**src/hdl/rps_consts.svh**
```systemverilog
// Register offsets, field positions and reset values of the port page select logic.
// Assumes 8-bit register addresses and 8-bit register data.
`ifndef RPS_CONSTS_SVH
`define RPS_CONSTS_SVH

// Register offsets.
`define RPS_ADDR_PAGE_SEL 8'h4C
`define RPS_ADDR_STS_PRI 8'h4D

// Fields of port_page_select.
`define RPS_SEL_LINKED_HI 7
`define RPS_SEL_LINKED_LO 6
`define RPS_SEL_RDSEL_BIT 4
`define RPS_SEL_WEN1_BIT 1
`define RPS_SEL_WEN0_BIT 0

// Fields of receive_port_status_primary.
`define RPS_STS_PORTNUM_BIT 6
`define RPS_STS_CRC_BIT 5
`define RPS_STS_CHG_BIT 4
`define RPS_STS_LOCK_BIT 0

// Context reset values: local I2C, control channel on port 0, on port 1.
`define RPS_CTX_LOCAL 2'h0
`define RPS_CTX_CHAN0 2'h1
`define RPS_CTX_CHAN1 2'h2
`define RPS_RDSEL_RST 3'h4
`define RPS_WEN_LOCAL_RST 2'h0
`define RPS_WEN_CHAN0_RST 2'h1
`define RPS_WEN_CHAN1_RST 2'h2

`endif

```
**src/hdl/rps_pkg.sv**
```systemverilog
// Types shared by the port page select logic.
// Assumes the constants header is included by each design file that needs numbers.
package rps_pkg;

   // One register access, from local I2C or from a remote serializer.
   typedef struct packed {
      logic via_chan;
      logic chan_port;
      logic we;
      logic [7:0] addr;
      logic [7:0] wdata;
   } rps_req_t;

   // Sticky status of one receive port.
   typedef struct packed {
      logic crc_flag;
      logic chg_flag;
      logic irq;
   } rps_port_sts_t;

endpackage : rps_pkg

```
**src/hdl/rps_port_status.sv**
```systemverilog
// Sticky status flags of one receive port: control channel CRC error and lock change.
// Assumes lock and error inputs are synchronous to i_clk; i_clr is a one-cycle read strobe.
`timescale 1ns/1ps
module rps_port_status
   import rps_pkg::*;
(
   // Clock and reset.
   input wire logic i_clk,
   input wire logic i_rst_b,
   // Link events of this port.
   input wire logic i_lock,
   input wire logic i_crc_err,
   // Read of the status register for this port.
   input wire logic i_clr,
   // Flags.
   output rps_port_sts_t o_sts
);

   logic lock_prev;
   logic lock_chg;
   logic next_crc;
   logic next_chg;

   // The previous lock level starts unlocked, so a lock present at reset counts as a change.
   always_ff @(posedge i_clk or negedge i_rst_b) begin
      if (!i_rst_b) begin
         lock_prev <= 1'b0;
      end else begin
         lock_prev <= i_lock;
      end
   end

   assign lock_chg = i_lock ^ lock_prev;

   // A new event in the clearing cycle wins, so no event is ever lost to a read.
   assign next_crc = i_crc_err | (o_sts.crc_flag & ~i_clr);
   assign next_chg = lock_chg | (o_sts.chg_flag & ~i_clr);

   // Flags and the pending indication share one edge so they never disagree.
   always_ff @(posedge i_clk or negedge i_rst_b) begin
      if (!i_rst_b) begin
         o_sts <= '0;
      end else begin
         o_sts.crc_flag <= next_crc;
         o_sts.chg_flag <= next_chg;
         o_sts.irq <= next_crc | next_chg;
      end
   end

endmodule : rps_port_status

```
**src/hdl/rps_port_page_regs.sv**
```systemverilog
// Port page select and first receive-port status registers of a two-port deserializer.
// Assumes one access per cycle from an I2C or control-channel front end, synchronous inputs.
//
// Functional notes
// - Linked port field bits 7:6 is read-only and reads zero over local I2C.
// - Over the control channel it returns the receive port the access came through.
// - Readback select bit 4 picks port 0 or port 1 for paged register reads.
// - Readback select defaults to 0 locally, to the carrying port over the channel.
// - Bit 1 gates port 1 paged writes; one write reaches every enabled port.
// - Bit 0 gates port 0 paged writes; both enables reset to zero locally.
// - Over the channel, the carrying port's write enable defaults to one.
// - Status bit 6 is read-only and shows the port selected for readback.
// - Status bit 5 latches a control channel CRC error, cleared on read.
// - Status bit 4 latches any lock state change since last read, cleared on read.
// - Status bit 0 shows the present lock state of the receiver.
// - Each port raises a pending indication on events, cleared by reading the status.
`timescale 1ns/1ps
`include "rps_consts.svh"
module rps_port_page_regs
   import rps_pkg::*;
(
   // Clock and reset.
   input wire logic i_clk,
   input wire logic i_rst_b,
   // Register access from local I2C or from the control channel.
   input wire logic i_req_valid,
   input wire rps_req_t i_req,
   output logic o_rsp_valid,
   output logic [7:0] o_rsp_rdata,
   // Link events of the two receive ports.
   input wire logic [1:0] i_lock,
   input wire logic [1:0] i_crc_err,
   // Steering toward the paged register blocks of each port.
   output logic [1:0] o_paged_wr,
   output logic [7:0] o_paged_addr,
   output logic [7:0] o_paged_wdata,
   output logic o_paged_rd_port,
   // Per-port pending indications.
   output logic [1:0] o_irq_pending
);

   // Each access path keeps its own page context so a remote serializer cannot
   // disturb the local host's selection, at the cost of three small copies.
   function automatic logic [1:0] ctx_of(input logic via, input logic port);
      ctx_of = via ? (port ? `RPS_CTX_CHAN1 : `RPS_CTX_CHAN0) : `RPS_CTX_LOCAL;
   endfunction : ctx_of

   logic [2:0] ctx_rd;
   logic [1:0] ctx_wen [3];
   logic [1:0] cur_cx;
   logic cur_sel;
   logic [1:0] cur_wen;
   logic sel_wr;
   logic sts_rd;
   logic paged_wr;
   logic [1:0] sts_clr;
   logic [7:0] next_rdata;
   rps_port_sts_t sts [2];

   assign cur_cx = ctx_of(i_req.via_chan, i_req.chan_port);
   assign cur_sel = ctx_rd[cur_cx];
   assign cur_wen = ctx_wen[cur_cx];
   assign sel_wr = i_req_valid & i_req.we & (i_req.addr == `RPS_ADDR_PAGE_SEL);
   assign sts_rd = i_req_valid & ~i_req.we & (i_req.addr == `RPS_ADDR_STS_PRI);
   assign paged_wr = i_req_valid & i_req.we & (i_req.addr != `RPS_ADDR_PAGE_SEL);
   assign sts_clr = sts_rd ? (cur_sel ? 2'h2 : 2'h1) : 2'h0;

   // Page context: only the readback select and the write enables are stored.
   always_ff @(posedge i_clk or negedge i_rst_b) begin
      if (!i_rst_b) begin
         ctx_rd <= `RPS_RDSEL_RST;
         ctx_wen[0] <= `RPS_WEN_LOCAL_RST;
         ctx_wen[1] <= `RPS_WEN_CHAN0_RST;
         ctx_wen[2] <= `RPS_WEN_CHAN1_RST;
      end else if (sel_wr) begin
         ctx_rd[cur_cx] <= i_req.wdata[`RPS_SEL_RDSEL_BIT];
         ctx_wen[cur_cx] <= {i_req.wdata[`RPS_SEL_WEN1_BIT], i_req.wdata[`RPS_SEL_WEN0_BIT]};
      end
   end

   // The readback port is steered with the request itself, so it is combinational.
   assign o_paged_rd_port = cur_sel;

   // Paged writes go to every port whose enable is set; the status register itself
   // has no writable bit, so its write only reaches the outside blocks.
   always_ff @(posedge i_clk or negedge i_rst_b) begin
      if (!i_rst_b) begin
         o_paged_wr <= 2'h0;
         o_paged_addr <= 8'h00;
         o_paged_wdata <= 8'h00;
      end else begin
         o_paged_wr <= paged_wr ? cur_wen : 2'h0;
         o_paged_addr <= i_req.addr;
         o_paged_wdata <= i_req.wdata;
      end
   end

   // Status flags of both ports, cleared only when the selected port is read.
   for (genvar p = 0; p < 2; p++) begin : g_port
      rps_port_status u_sts (
         .i_clk(i_clk),
         .i_rst_b(i_rst_b),
         .i_lock(i_lock[p]),
         .i_crc_err(i_crc_err[p]),
         .i_clr(sts_clr[p]),
         .o_sts(sts[p])
      );
      assign o_irq_pending[p] = sts[p].irq;
   end

   // Read data; reserved bits and unknown addresses read as zero, and writes to
   // read-only fields have nowhere to land.
   always_comb begin
      next_rdata = 8'h00;
      if (i_req.addr == `RPS_ADDR_PAGE_SEL) begin
         next_rdata[`RPS_SEL_LINKED_HI:`RPS_SEL_LINKED_LO] =
            i_req.via_chan ? {1'b0, i_req.chan_port} : 2'h0;
         next_rdata[`RPS_SEL_RDSEL_BIT] = cur_sel;
         next_rdata[`RPS_SEL_WEN1_BIT] = cur_wen[1];
         next_rdata[`RPS_SEL_WEN0_BIT] = cur_wen[0];
      end else if (i_req.addr == `RPS_ADDR_STS_PRI) begin
         next_rdata[`RPS_STS_PORTNUM_BIT] = cur_sel;
         next_rdata[`RPS_STS_CRC_BIT] = sts[cur_sel].crc_flag;
         next_rdata[`RPS_STS_CHG_BIT] = sts[cur_sel].chg_flag;
         next_rdata[`RPS_STS_LOCK_BIT] = i_lock[cur_sel];
      end
   end

   // One answer per request, one cycle later; writes answer too, with zero data.
   always_ff @(posedge i_clk or negedge i_rst_b) begin
      if (!i_rst_b) begin
         o_rsp_valid <= 1'b0;
         o_rsp_rdata <= 8'h00;
      end else begin
         o_rsp_valid <= i_req_valid;
         o_rsp_rdata <= (i_req_valid & ~i_req.we) ? next_rdata : 8'h00;
      end
   end

   // Helper marking the first clock after reset release.
   logic first_cyc;
   always_ff @(posedge i_clk or negedge i_rst_b) begin
      if (!i_rst_b) begin
         first_cyc <= 1'b1;
      end else begin
         first_cyc <= 1'b0;
      end
   end
endmodule : rps_port_page_regs

```
**config.mk**
```make
export PLATFORM = sky130hd
export DESIGN_NAME = rps_port_page_regs
export DESIGN_NICKNAME = d
export VERILOG_FILES = /design/src/hdl/rps_pkg.sv /design/src/hdl/rps_port_status.sv /design/src/hdl/rps_port_page_regs.sv
export VERILOG_INCLUDE_DIRS = /design/src /design/src/hdl
export SDC_FILE = /design/constraint.sdc
export NUM_CORES = 1
export LEC_CHECK = 0
export BUFFER_PORTS_ARGS = -buffer_cell sky130_fd_sc_hd__buf_2
export CELL_PAD_IN_SITES_DETAIL_PLACEMENT = 0
export CELL_PAD_IN_SITES_GLOBAL_PLACEMENT = 1
export CORE_MARGIN = 1.5
export CORE_UTILIZATION = 25
export DETAILED_ROUTE_END_ITERATION = 16
export PLACE_DENSITY_LB_ADDON = 0.08
export REMOVE_ABC_BUFFERS = 1
export SLEW_MARGIN = 20
export SYNTH_ARGS = -nofsm -noshare
export SYNTH_HDL_FRONTEND = slang
export SYNTH_SLANG_ARGS = --single-unit
```
**constraint.sdc**
```tcl
create_clock -name i_clk -period 3.8 [get_ports i_clk]
set_input_delay 0.19 -clock i_clk [delete_from_list [all_inputs] [get_ports i_clk]]
set_output_delay 0.19 -clock i_clk [all_outputs]
set_load 0.02 [all_outputs]
```
==> flow_metrics.tcl, run 1 <==
set metrics [dict create \
    outcome "complete, no violations" \
    yosysTopAreaCell "sky130_fd_sc_hd__dfrtp_1" \
    track_usage_pct 10.45 \
    crit_fanout 6 \
    sw_share_pct 22.99 \
    dpl.hpwl_um 2392 \
    holdWs_ns 0.01467 \
    timing.final.setup_violations 0 \
    synth_area_leaders "sky130_fd_sc_hd__dfrtp_1 (60%), sky130_fd_sc_hd__mux2_2 (6.4%), sky130_fd_sc_hd__dfstp_2 (5.0%), sky130_fd_sc_hd__mux2i_1 (3.2%), sky130_fd_sc_hd__buf_4 (2.4%)" \
    hold_path_depth 1 \
    async_flop_share_pct 100.0 \
    cts_made_buffers 5 \
    num_rows 28 \
    drc 0 \
    wire_per_inst_um 13.16 \
    netlist_area_sq_um 1574 \
    worst_clock_skew_ns 0.005424 \
    fillers 607 \
    slew_headroom_pct 38.88 \
    fin_crit_ns 1.932 \
    total_via_count_in_the_routed_design 1022 \
    number_of_global_route_vias_before_repair 975 \
    worst_r2r_path_depth 5 \
    clk_transition_reported_paths_ns 0.08 \
    clock_tree.buffer_depth 2 \
    grt_first_pass_wirelength_um 5037 \
    switchingPower_uw 200.8 \
    finalSetupTns_ns 0 \
    clkLatencyLatePin_ns 0.29 \
    die_w_um 82.35 \
    synth.avg_cell_area_sq_um 14.44 \
    routabilityCongestion 0.7291 \
    layout_commonest_cell "sky130_fd_sc_hd__buf_2" \
    io_buffers 52 \
    post_synth_inst_count 109 \
    rsz0062_at_grt "no" \
    layoutNonFillerInstCount 245 \
    areaGrowthSynthToFinish_pct 30.37 \
    timing_worst_setup_path_type "in -> reg" \
    grt_antenna_before_repair 0 \
    internal_power_uw 672.6 \
    initial_core_util_pct 26.27 \
    preCtsSetupSlack_ns 2.066 \
    seqPwrFrac_pct 51.6 \
    postSynth.topFlopCell "sky130_fd_sc_hd__dfrtp_1" \
    power_frac_clock_pct 39.3 \
    power_per_cell_area_nw_per_um2 425.6 \
    maxCapViolCount 0 \
    num_antenna_cells 0 \
    worstReg2RegStart "ctx_rd[2]$_DFFE_PN1P_" \
    avgViaCountPerCell 4.171 \
    worst-endpoint-required_ns 3.98 \
    coreArea_sq_um 5991 \
    final_antenna_net_count 0 \
    overall_die_area_sq_um 6781 \
    detail_route.wirelength_um 3224 \
    drive_gt1_share_pct 47.06 \
    cts_num_sinks 41 \
    placed_cells 230 \
    timing.critical_path.from "i_req[14]" \
    fmaxAchievable_mhz 517.7 \
    critPathArrivalTime_ns 2.12 \
    synth.distinct_cells 35 \
    layout.nets 195 \
    setup.reg_to_reg.worst_slack_ns 2.28 \
    postSynthRegisterBits 41 \
    worstMarginPinSlew_ns 0.9168 \
    layout_worst_path_cycle_share_pct 50.83 \
    power_leakage_nw 0.9774 \
    largest_net_degree_at_the_start_of_global_routing 42 \
    post-synth-top-area-fraction_pct 60.41 \
    gr-total-overflow 0 \
    drt_pre_antenna_iters 4 \
    root_buffer "sky130_fd_sc_hd__clkbuf_8" \
    tritoncts "yes" \
    number_of_i_o_pins 56 \
    hold_violations 0 \
    mostFrequentLayoutCells "sky130_fd_sc_hd__buf_2 (52), sky130_fd_sc_hd__dfrtp_1 (38), sky130_fd_sc_hd__mux2_2 (9)" \
    cp_startpoint_kind "input pin" \
    critical_path.endpoint_type "flip-flop" \
    floorplan_die_height_um 82.35 \
    comb_power_share_pct 9.1 \
    dr.first_iter.drc_count 17 \
    worstHoldStart "i_req[12]" \
    power.ir.vdd_worst_mv 0.1419 \
    timing.hold.worst.class "in -> reg" \
    synth_sequential_area_ratio_pct 65.42 \
    ctsHtreeMaxLevel 2 \
    yosys_warnings 0 \
    total_power_uw 873.4 \
    slew_viol_final 0 \
    synth-edff-count 0 \
    finalWorstSetupSlack_ns 1.868 \
]
-- worst paths after layout --
| check | end |
|---|---|
| max | ctx_rd[0]$_DFFE_PN0P_ |
| min | o_paged_addr[4]$_DFF_PN0_ |
| max reg2reg | o_rsp_rdata[5]$_DFF_PN0_ |
| min reg2reg | g_port[1].u_sts.o_sts[2]$_DFF_PN0_ |
| max in group asynchronous | o_rsp_rdata[1]$_DFF_PN0_ |
| min in group asynchronous | o_paged_wr[0]$_DFF_PN0_ |
-- layout make-up --
type                    count  area, sq um  area share (%)
multi-input cells          59        479.2           23.35
clock inverters             2        35.03           1.707
repair buffers             59        330.3           16.10
clock buffers               6        72.57           3.537
well taps                  75        93.84           4.573
flip-flops and latches     41         1030           50.18
inverters                   3        11.26          0.5488
-- critical path, stage by stage --
cell and delay, ns:
sky130_fd_sc_hd__dlygate4sd3_1 0.52, sky130_fd_sc_hd__buf_2 0.11, sky130_fd_sc_hd__or3b_4 0.40, sky130_fd_sc_hd__nor3_4 0.22, sky130_fd_sc_hd__nor3b_4 0.31, sky130_fd_sc_hd__mux2_2 0.37
-- power by group through the flow --
stage          registers [mW]  logic, mW  clock network, mW
2_1_floorplan           0.473     0.0181                  0
3_3_place_gp            0.459     0.0757                  0
3_5_place_dp            0.459     0.0757                  0
4_1_cts                 0.451     0.0792              0.354
5_1_grt                 0.452     0.0885              0.379
6_report                0.451     0.0793              0.343
-- sequential cells by signal, summed over array words and instances (netlist names) --
| register | cells |
|---|---|
| ctx_rd | 3 |
| ctx_wen | 6 |
| g_port.u_sts.lock_prev | 2 |
| g_port.u_sts.o_sts | 6 |
| o_paged_addr | 8 |
| o_paged_wdata | 8 |
| o_paged_wr | 2 |
| o_rsp_rdata | 5 |
| o_rsp_valid | 1 |
-- synthesized netlist by cell type (3+ instances only) --
cell,number
sky130_fd_sc_hd__buf_4,5
sky130_fd_sc_hd__nand2_1,7
sky130_fd_sc_hd__inv_1,3
sky130_fd_sc_hd__dfstp_2,3
sky130_fd_sc_hd__dfrtp_1,38
sky130_fd_sc_hd__a21o_1,4
sky130_fd_sc_hd__mux2i_1,5
sky130_fd_sc_hd__nor2_1,3
sky130_fd_sc_hd__mux2_2,9
-- what timing repair did --
item	4_1_cts	5_1_grt
setup buffers	0	0
hold buffers	4	3
endpoints found under the setup margin	0	0
hold endpoints to repair	4	3
gates resized for setup	0	0
-- stage by stage --
step           instance area, sq um  util (%)
2_1_floorplan                  1520         -
3_3_place_gp                   1874     31.29
3_5_place_dp                   1874     31.29
4_1_cts                        2022     33.75
5_1_grt                        2052     34.25
6_report                       2052     34.25
-- kinds of logic (layout without fill, tap and decap cells) --
group	after synthesis	count (layout)	share of synthesized area, %
DFF	41	41	65.42
and+or+nand+nor	26	26	11.37
muxes	15	15	11.05
AOI/OAI and AO/OA	13	13	6.201
buffers and inverters	11	70	4.611
xor gates and xnor gates	2	2	1.113
other	1	3	0.2382
-- routing by layer --
layer / track usage, % / wire length (um) / vias up
li1: - / - / 495
met1: 14.00 / 1545 / 474
met2: 14.96 / 1326 / 47
met3: 3.846 / 296 / 6
met4: 4.576 / 55 / 0
met5: 0 / 0 / -
No activity file was read; power rests on OpenSTA's default activity.
==> inputs of run 2 (changes only) <==
==> constraint.sdc (replaced) <==
create_clock -name i_clk -period 1.65 [get_ports i_clk]
set_input_delay 0.0825 -clock i_clk [delete_from_list [all_inputs] [get_ports i_clk]]
set_output_delay 0.0825 -clock i_clk [all_outputs]
set_load 0.02 [all_outputs]
==> flow_metrics.tcl, run 2 (synthesized netlist as in run 1, its figures left out) <==
set metrics [dict create \
    outcome "complete, no violations" \
    worstMarginPinSlew_ns 0.7056 \
    power.ir.vdd_worst_mv 0.3382 \
    layout_commonest_cell "sky130_fd_sc_hd__buf_2" \
    grt_antenna_before_repair 0 \
    cp_startpoint_kind "flip-flop" \
    finish.utilization_pct 36.88 \
    layoutNonFillerInstCount 263 \
    holdWs_ns 0.009931 \
    timing.hold.worst.class "in -> reg" \
    worstReg2RegStart "ctx_rd[2]$_DFFE_PN1P_" \
    drt_pre_antenna_iters 2 \
    slew_viol_final 0 \
    routabilityCongestion 0.7070 \
    dr.first_iter.drc_count 34 \
    ctsHtreeMaxLevel 2 \
    timing.critical_path.from "ctx_rd[2]$_DFFE_PN1P_" \
    delay_of_the_slowest_critical_path_stage_ns 0.53 \
    num_antenna_cells 0 \
    slew_headroom_pct 52.96 \
    gr-total-overflow 0 \
    critPathArrivalTime_ns 1.47 \
    fin_crit_ns 1.550 \
    floorplan_die_height_um 82.35 \
    worst_clock_skew_ns 0.001310 \
    setup.reg_to_reg.worst_slack_ns 0.19 \
    finalWorstSetupSlack_ns 0.09979 \
    timing_worst_setup_path_type "reg -> out" \
    critical_path.endpoint_type "output pin" \
    cts_made_buffers 5 \
    largest_net_degree_at_the_start_of_global_routing 34 \
    total_power_mw 1.893 \
    coreArea_sq_um 5991 \
    grt_first_pass_wirelength_um 5713 \
    overall_die_area_sq_um 6781 \
    maxCapViolCount 0 \
    timing.final.setup_violations 0 \
    power_per_cell_area_nw_per_um2 856.6 \
    die_w_um 82.35 \
    crit_fanout 3 \
    avgViaCountPerCell 4.190 \
    drive_gt1_share_pct 45.21 \
    rsz0062_at_grt "no" \
    num_rows 28 \
    wire_per_inst_um 13.05 \
    clock_tree.buffer_depth 2 \
    layout_worst_path_cycle_share_pct 93.95 \
    cts_num_sinks 41 \
    critical-path-top-cell-by-count "sky130_fd_sc_hd__buf_4" \
    detail_route.wirelength_um 3433 \
    mostFrequentLayoutCells "sky130_fd_sc_hd__buf_2 (51), sky130_fd_sc_hd__dfrtp_1 (38), sky130_fd_sc_hd__dlygate4sd3_1 (20)" \
    path_cells "mux2i_1, a21o_2, inv_1, buf_4, buf_4" \
    fmaxAchievable_mhz 645.1 \
    hold_violations 0 \
    finalSetupTns_ns 0 \
    stdcell_area_sq_um 2210 \
    termination_of_the_worst_setup_path "o_paged_rd_port" \
    preCtsSetupSlack_ns 0.02767 \
    number_of_i_o_pins 56 \
    layout.nets 214 \
    tritoncts "yes" \
    worst_r2r_path_depth 5 \
    track_usage_pct 11.39 \
    root_buffer "sky130_fd_sc_hd__clkbuf_8" \
    total_via_count_in_the_routed_design 1102 \
    dpl.hpwl_um 2551 \
    critical_path.reg2reg.endpoint "o_rsp_rdata[5]$_DFF_PN0_" \
    number_of_global_route_vias_before_repair 1205 \
    placed_cell_area_sq_um 1919 \
    io_buffers 52 \
    critical-path-slowest-cell "sky130_fd_sc_hd__dfstp_2" \
    areaGrowthSynthToFinish_pct 40.38 \
    placed_cells 236 \
    worst-endpoint-required_ns 1.57 \
    clkLatencyLatePin_ns 0.28 \
    clk_transition_reported_paths_ns 0.07 \
    initial_core_util_pct 26.27 \
    power_leakage_nw 1.051 \
    top_regs "o_paged_addr (8), o_paged_wdata (8)" \
    drc 0 \
    final_antenna_net_count 0 \
]
-- run 2: area by class of cell --
type                    count  area [sq um]
fillers                   598          3781
clock buffers               7         86.33
inverters                   3         11.26
repair buffers             78         508.0
flip-flops and latches     41          1030
well taps                  75         93.84
multi-input cells          59         480.5
-- run 2: where the power goes --
group / total, mW / switching [mW] / internal [mW]
clock: 0.639 / 0.307 / 0.332
sequential: 1.04 / 0.00702 / 1.03
combinational: 0.215 / 0.119 / 0.0954
-- run 2: timing repair --
item,4_1_cts,5_1_grt
resized for setup,0,2
hold buffers,20,0
setup endpoints to repair,0,2
buffers inserted,0,0
endpoints found under the hold margin,47,0
-- run 2: worst min path at each step --
stage,slack (ns),from,cells past startpoint,end
finish,0.01,i_crc_err[1],2,g_port[1].u_sts.o_sts[0]$_DFF_PN0_
global route,0.004,i_crc_err[1],2,g_port[1].u_sts.o_sts[0]$_DFF_PN0_
CTS,0.0004,i_crc_err[1],2,g_port[1].u_sts.o_sts[0]$_DFF_PN0_
detailed placement,0.18,i_rst_b,1,o_paged_wdata[6]$_DFF_PN0_
global placement,0.18,i_rst_b,1,o_paged_wdata[3]$_DFF_PN0_
floorplan,-0.21,i_rst_b,0,ctx_rd[0]$_DFFE_PN0P_
-- run 2: worst max-delay path, delay by kind of cell (launching register included) --
kind / cells / cell delay (ns)
multiplexers: 1 / 0.10
buffers and inverters: 3 / 0.32
AO/OA/AOI/OAI: 1 / 0.25
flip-flops: 1 / 0.53
-- run 2: layer usage --
layer / wire length (um) / GRT usage (%) / up-vias
met5: 0 / 0 / -
li1: - / - / 528
met3: 252 / 2.637 / 5
met2: 1490 / 17.64 / 46
met4: 43 / 5.593 / 0
met1: 1647 / 14.89 / 523
==> inputs of run 3 (changes only) <==
--- a/config.mk
+++ b/config.mk
@@ -13,7 +13,6 @@
 export CORE_UTILIZATION = 25
 export DETAILED_ROUTE_END_ITERATION = 16
 export PLACE_DENSITY_LB_ADDON = 0.08
-export REMOVE_ABC_BUFFERS = 1
 export SLEW_MARGIN = 20
 export SYNTH_ARGS = -nofsm -noshare
 export SYNTH_HDL_FRONTEND = slang
==> flow_metrics.tcl, run 3 (synthesized netlist as in run 1, its figures left out) <==
set metrics [dict create \
    sw_share_pct 22.68 \
    top_regs "o_paged_addr (8), o_paged_wdata (8)" \
    timing.hold.worst.class "in -> reg" \
    number_of_i_o_pins 56 \
    clk_transition_reported_paths_ns 0.08 \
    gr-total-overflow 0 \
    wire_per_inst_um 13.35 \
    drc 0 \
    maxCapViolCount 0 \
    final_antenna_net_count 0 \
    comb_power_share_pct 10.3 \
    cts_made_buffers 5 \
    layoutNonFillerInstCount 262 \
    detail_route.wirelength_um 3499 \
    routabilityCongestion 0.6878 \
    rsz0062_at_grt "no" \
    hold_path_depth 1 \
    path_cells "mux2i_1, a21o_2, inv_1, buf_2" \
    worst_r2r_path_depth 5 \
    critical_path.reg2reg.endpoint "o_rsp_rdata[5]$_DFF_PN0_" \
    grt_antenna_before_repair 0 \
    internal_power_mw 1.618 \
    layout_worst_path_cycle_share_pct 93.59 \
    preCtsSetupSlack_ns 0.07578 \
    finalSetupTns_ns 0 \
    outcome "complete, no violations" \
    termination_of_the_worst_setup_path "o_paged_rd_port" \
    placed_cell_area_sq_um 1909 \
    timing_worst_setup_path_type "reg -> out" \
    layout.nets 212 \
    power.ir.vdd_worst_mv 0.3568 \
    holdWs_ns 0.02643 \
    fmaxAchievable_mhz 647.6 \
    worstSetupPathDepth 4 \
    critical_path.endpoint_type "output pin" \
    worstHoldStart "i_req[8]" \
    worst_clock_skew_ns 0.003762 \
    critPathArrivalTime_ns 1.46 \
    clock_tree.buffer_depth 2 \
    clkLatencyLatePin_ns 0.29 \
    crit_fanout 5 \
    initial_core_util_pct 26.27 \
    timing.critical_path.buf_inv 2 \
    finalWorstSetupSlack_ns 0.1057 \
    hold_violations 0 \
    coreArea_sq_um 5991 \
    num_antenna_cells 0 \
    avgViaCountPerCell 4.164 \
    dr.first_iter.drc_count 30 \
    die_w_um 82.35 \
    num_rows 28 \
    mostFrequentLayoutCells "sky130_fd_sc_hd__buf_2 (52), sky130_fd_sc_hd__dfrtp_1 (38), sky130_fd_sc_hd__dlygate4sd3_1 (21)" \
    fin_crit_ns 1.544 \
    power_leakage_nw 1.058 \
    cp_startpoint_kind "flip-flop" \
    number_of_global_route_vias_before_repair 1130 \
    critical-path-slowest-cell "sky130_fd_sc_hd__dfstp_2" \
    delay_of_the_slowest_critical_path_stage_ns 0.53 \
    grt_first_pass_wirelength_um 5720 \
    placed_cells 233 \
    total_via_count_in_the_routed_design 1091 \
    tritoncts "yes" \
    worst-endpoint-required_ns 1.57 \
    areaGrowthSynthToFinish_pct 42.37 \
    layout_commonest_cell "sky130_fd_sc_hd__buf_2" \
    timing.final.setup_violations 0 \
    postCtsSetupRepairBufs 0 \
    overall_die_area_sq_um 6781 \
    floorplan_die_height_um 82.35 \
    slew_viol_final 0 \
    switchingPower_uw 474.8 \
    track_usage_pct 11.65 \
    dpl.hpwl_um 2626 \
    ctsHtreeMaxLevel 2 \
    power_frac_clock_pct 40.1 \
    worstMarginPinSlew_ns 0.5107 \
    largest_net_degree_at_the_start_of_global_routing 22 \
    power_per_cell_area_nw_per_um2 934.0 \
    cts_num_sinks 41 \
    worstReg2RegStart "ctx_rd[2]$_DFFE_PN1P_" \
    stdcell_area_sq_um 2241 \
    slew_headroom_pct 65.95 \
    drt_pre_antenna_iters 4 \
    root_buffer "sky130_fd_sc_hd__clkbuf_8" \
    io_buffers 52 \
    timing.critical_path.from "ctx_rd[2]$_DFFE_PN1P_" \
    drive_gt1_share_pct 44.92 \
    seqPwrFrac_pct 49.6 \
    setup.reg_to_reg.worst_slack_ns 0.15 \
    critical-path-top-delay-family "flip-flops" \
]
run 3: cell count changes in the layout (fill, tap and decap cells not counted), sizes merged:
cell         previous run  this run
dlygate4sd3            20        21
buf                    58        55
clkinvlp                0         1
bufinv                  0         1
clkbuf                  7         6
run 3: repair_timing:
action / 4_1_cts / 5_1_grt
setup endpoints to repair: 0 / 1
hold endpoints to repair: 42 / 0
gates resized for setup: 0 / 1
hold buffers: 21 / 0
run 3: metal layers:
layer | global-route usage, % | routed length (um) | up-vias
met5 | 0 | 0 | -
met4 | 4.576 | 21 | 0
met3 | 4.176 | 237 | 2
met2 | 18.62 | 1683 | 35
met1 | 14.27 | 1556 | 533
li1 | - | - | 521
run 3: how the worst min path moves through the flow:
stage / end / slack, ns
floorplan: ctx_rd[0]$_DFFE_PN0P_ / -0.21
global placement: o_paged_addr[3]$_DFF_PN0_ / 0.06
detailed placement: o_paged_addr[3]$_DFF_PN0_ / 0.08
CTS: o_paged_addr[0]$_DFF_PN0_ / 0.02
global route: o_paged_addr[0]$_DFF_PN0_ / 0.02
finish: o_paged_addr[0]$_DFF_PN0_ / 0.03
run 3: worst reg2reg max path: cells and delay by family, from the launching register on:
kind | cells | cell delay [ns]
AOI/OAI and AO/OA | 2 | 0.59
buffers and inverters | 1 | 0.11
and+or+nand+nor | 1 | 0.06
muxes | 1 | 0.10
DFF | 1 | 0.53
run 3: area by class of cell:
cell class                      instances  area (sq um)
Multi-Input combinational cell         59         480.5
Clock buffer                            6         82.58
Sequential cell                        41          1030
Timing Repair Buffer                   76         505.5
Clock inverter                          2         37.54
Inverter                                3         11.26
Fill cell                             592          3750
Tap cell                               75         93.84
run 3: power groups by stage:
| stage | combinational [mW] | sequential, mW | clock, mW |
|---|---|---|---|
| 2_1_floorplan | 0.0589 | 1.09 | 0 |
| 3_3_place_gp | 0.177 | 1.06 | 0 |
| 5_1_grt | 0.236 | 1.04 | 0.923 |
| 4_1_cts | 0.219 | 1.04 | 0.878 |
| 3_5_place_dp | 0.180 | 1.06 | 0 |
| 6_report | 0.215 | 1.04 | 0.839 |
run 3: per-stage QoR:
stage / util [%] / power (mW)
2_1_floorplan: - / 1.149
3_3_place_gp: 31.87 / 1.235
3_5_place_dp: 31.87 / 1.239
4_1_cts: 37.39 / 2.136
5_1_grt: 37.41 / 2.201
6_report: 37.41 / 2.093
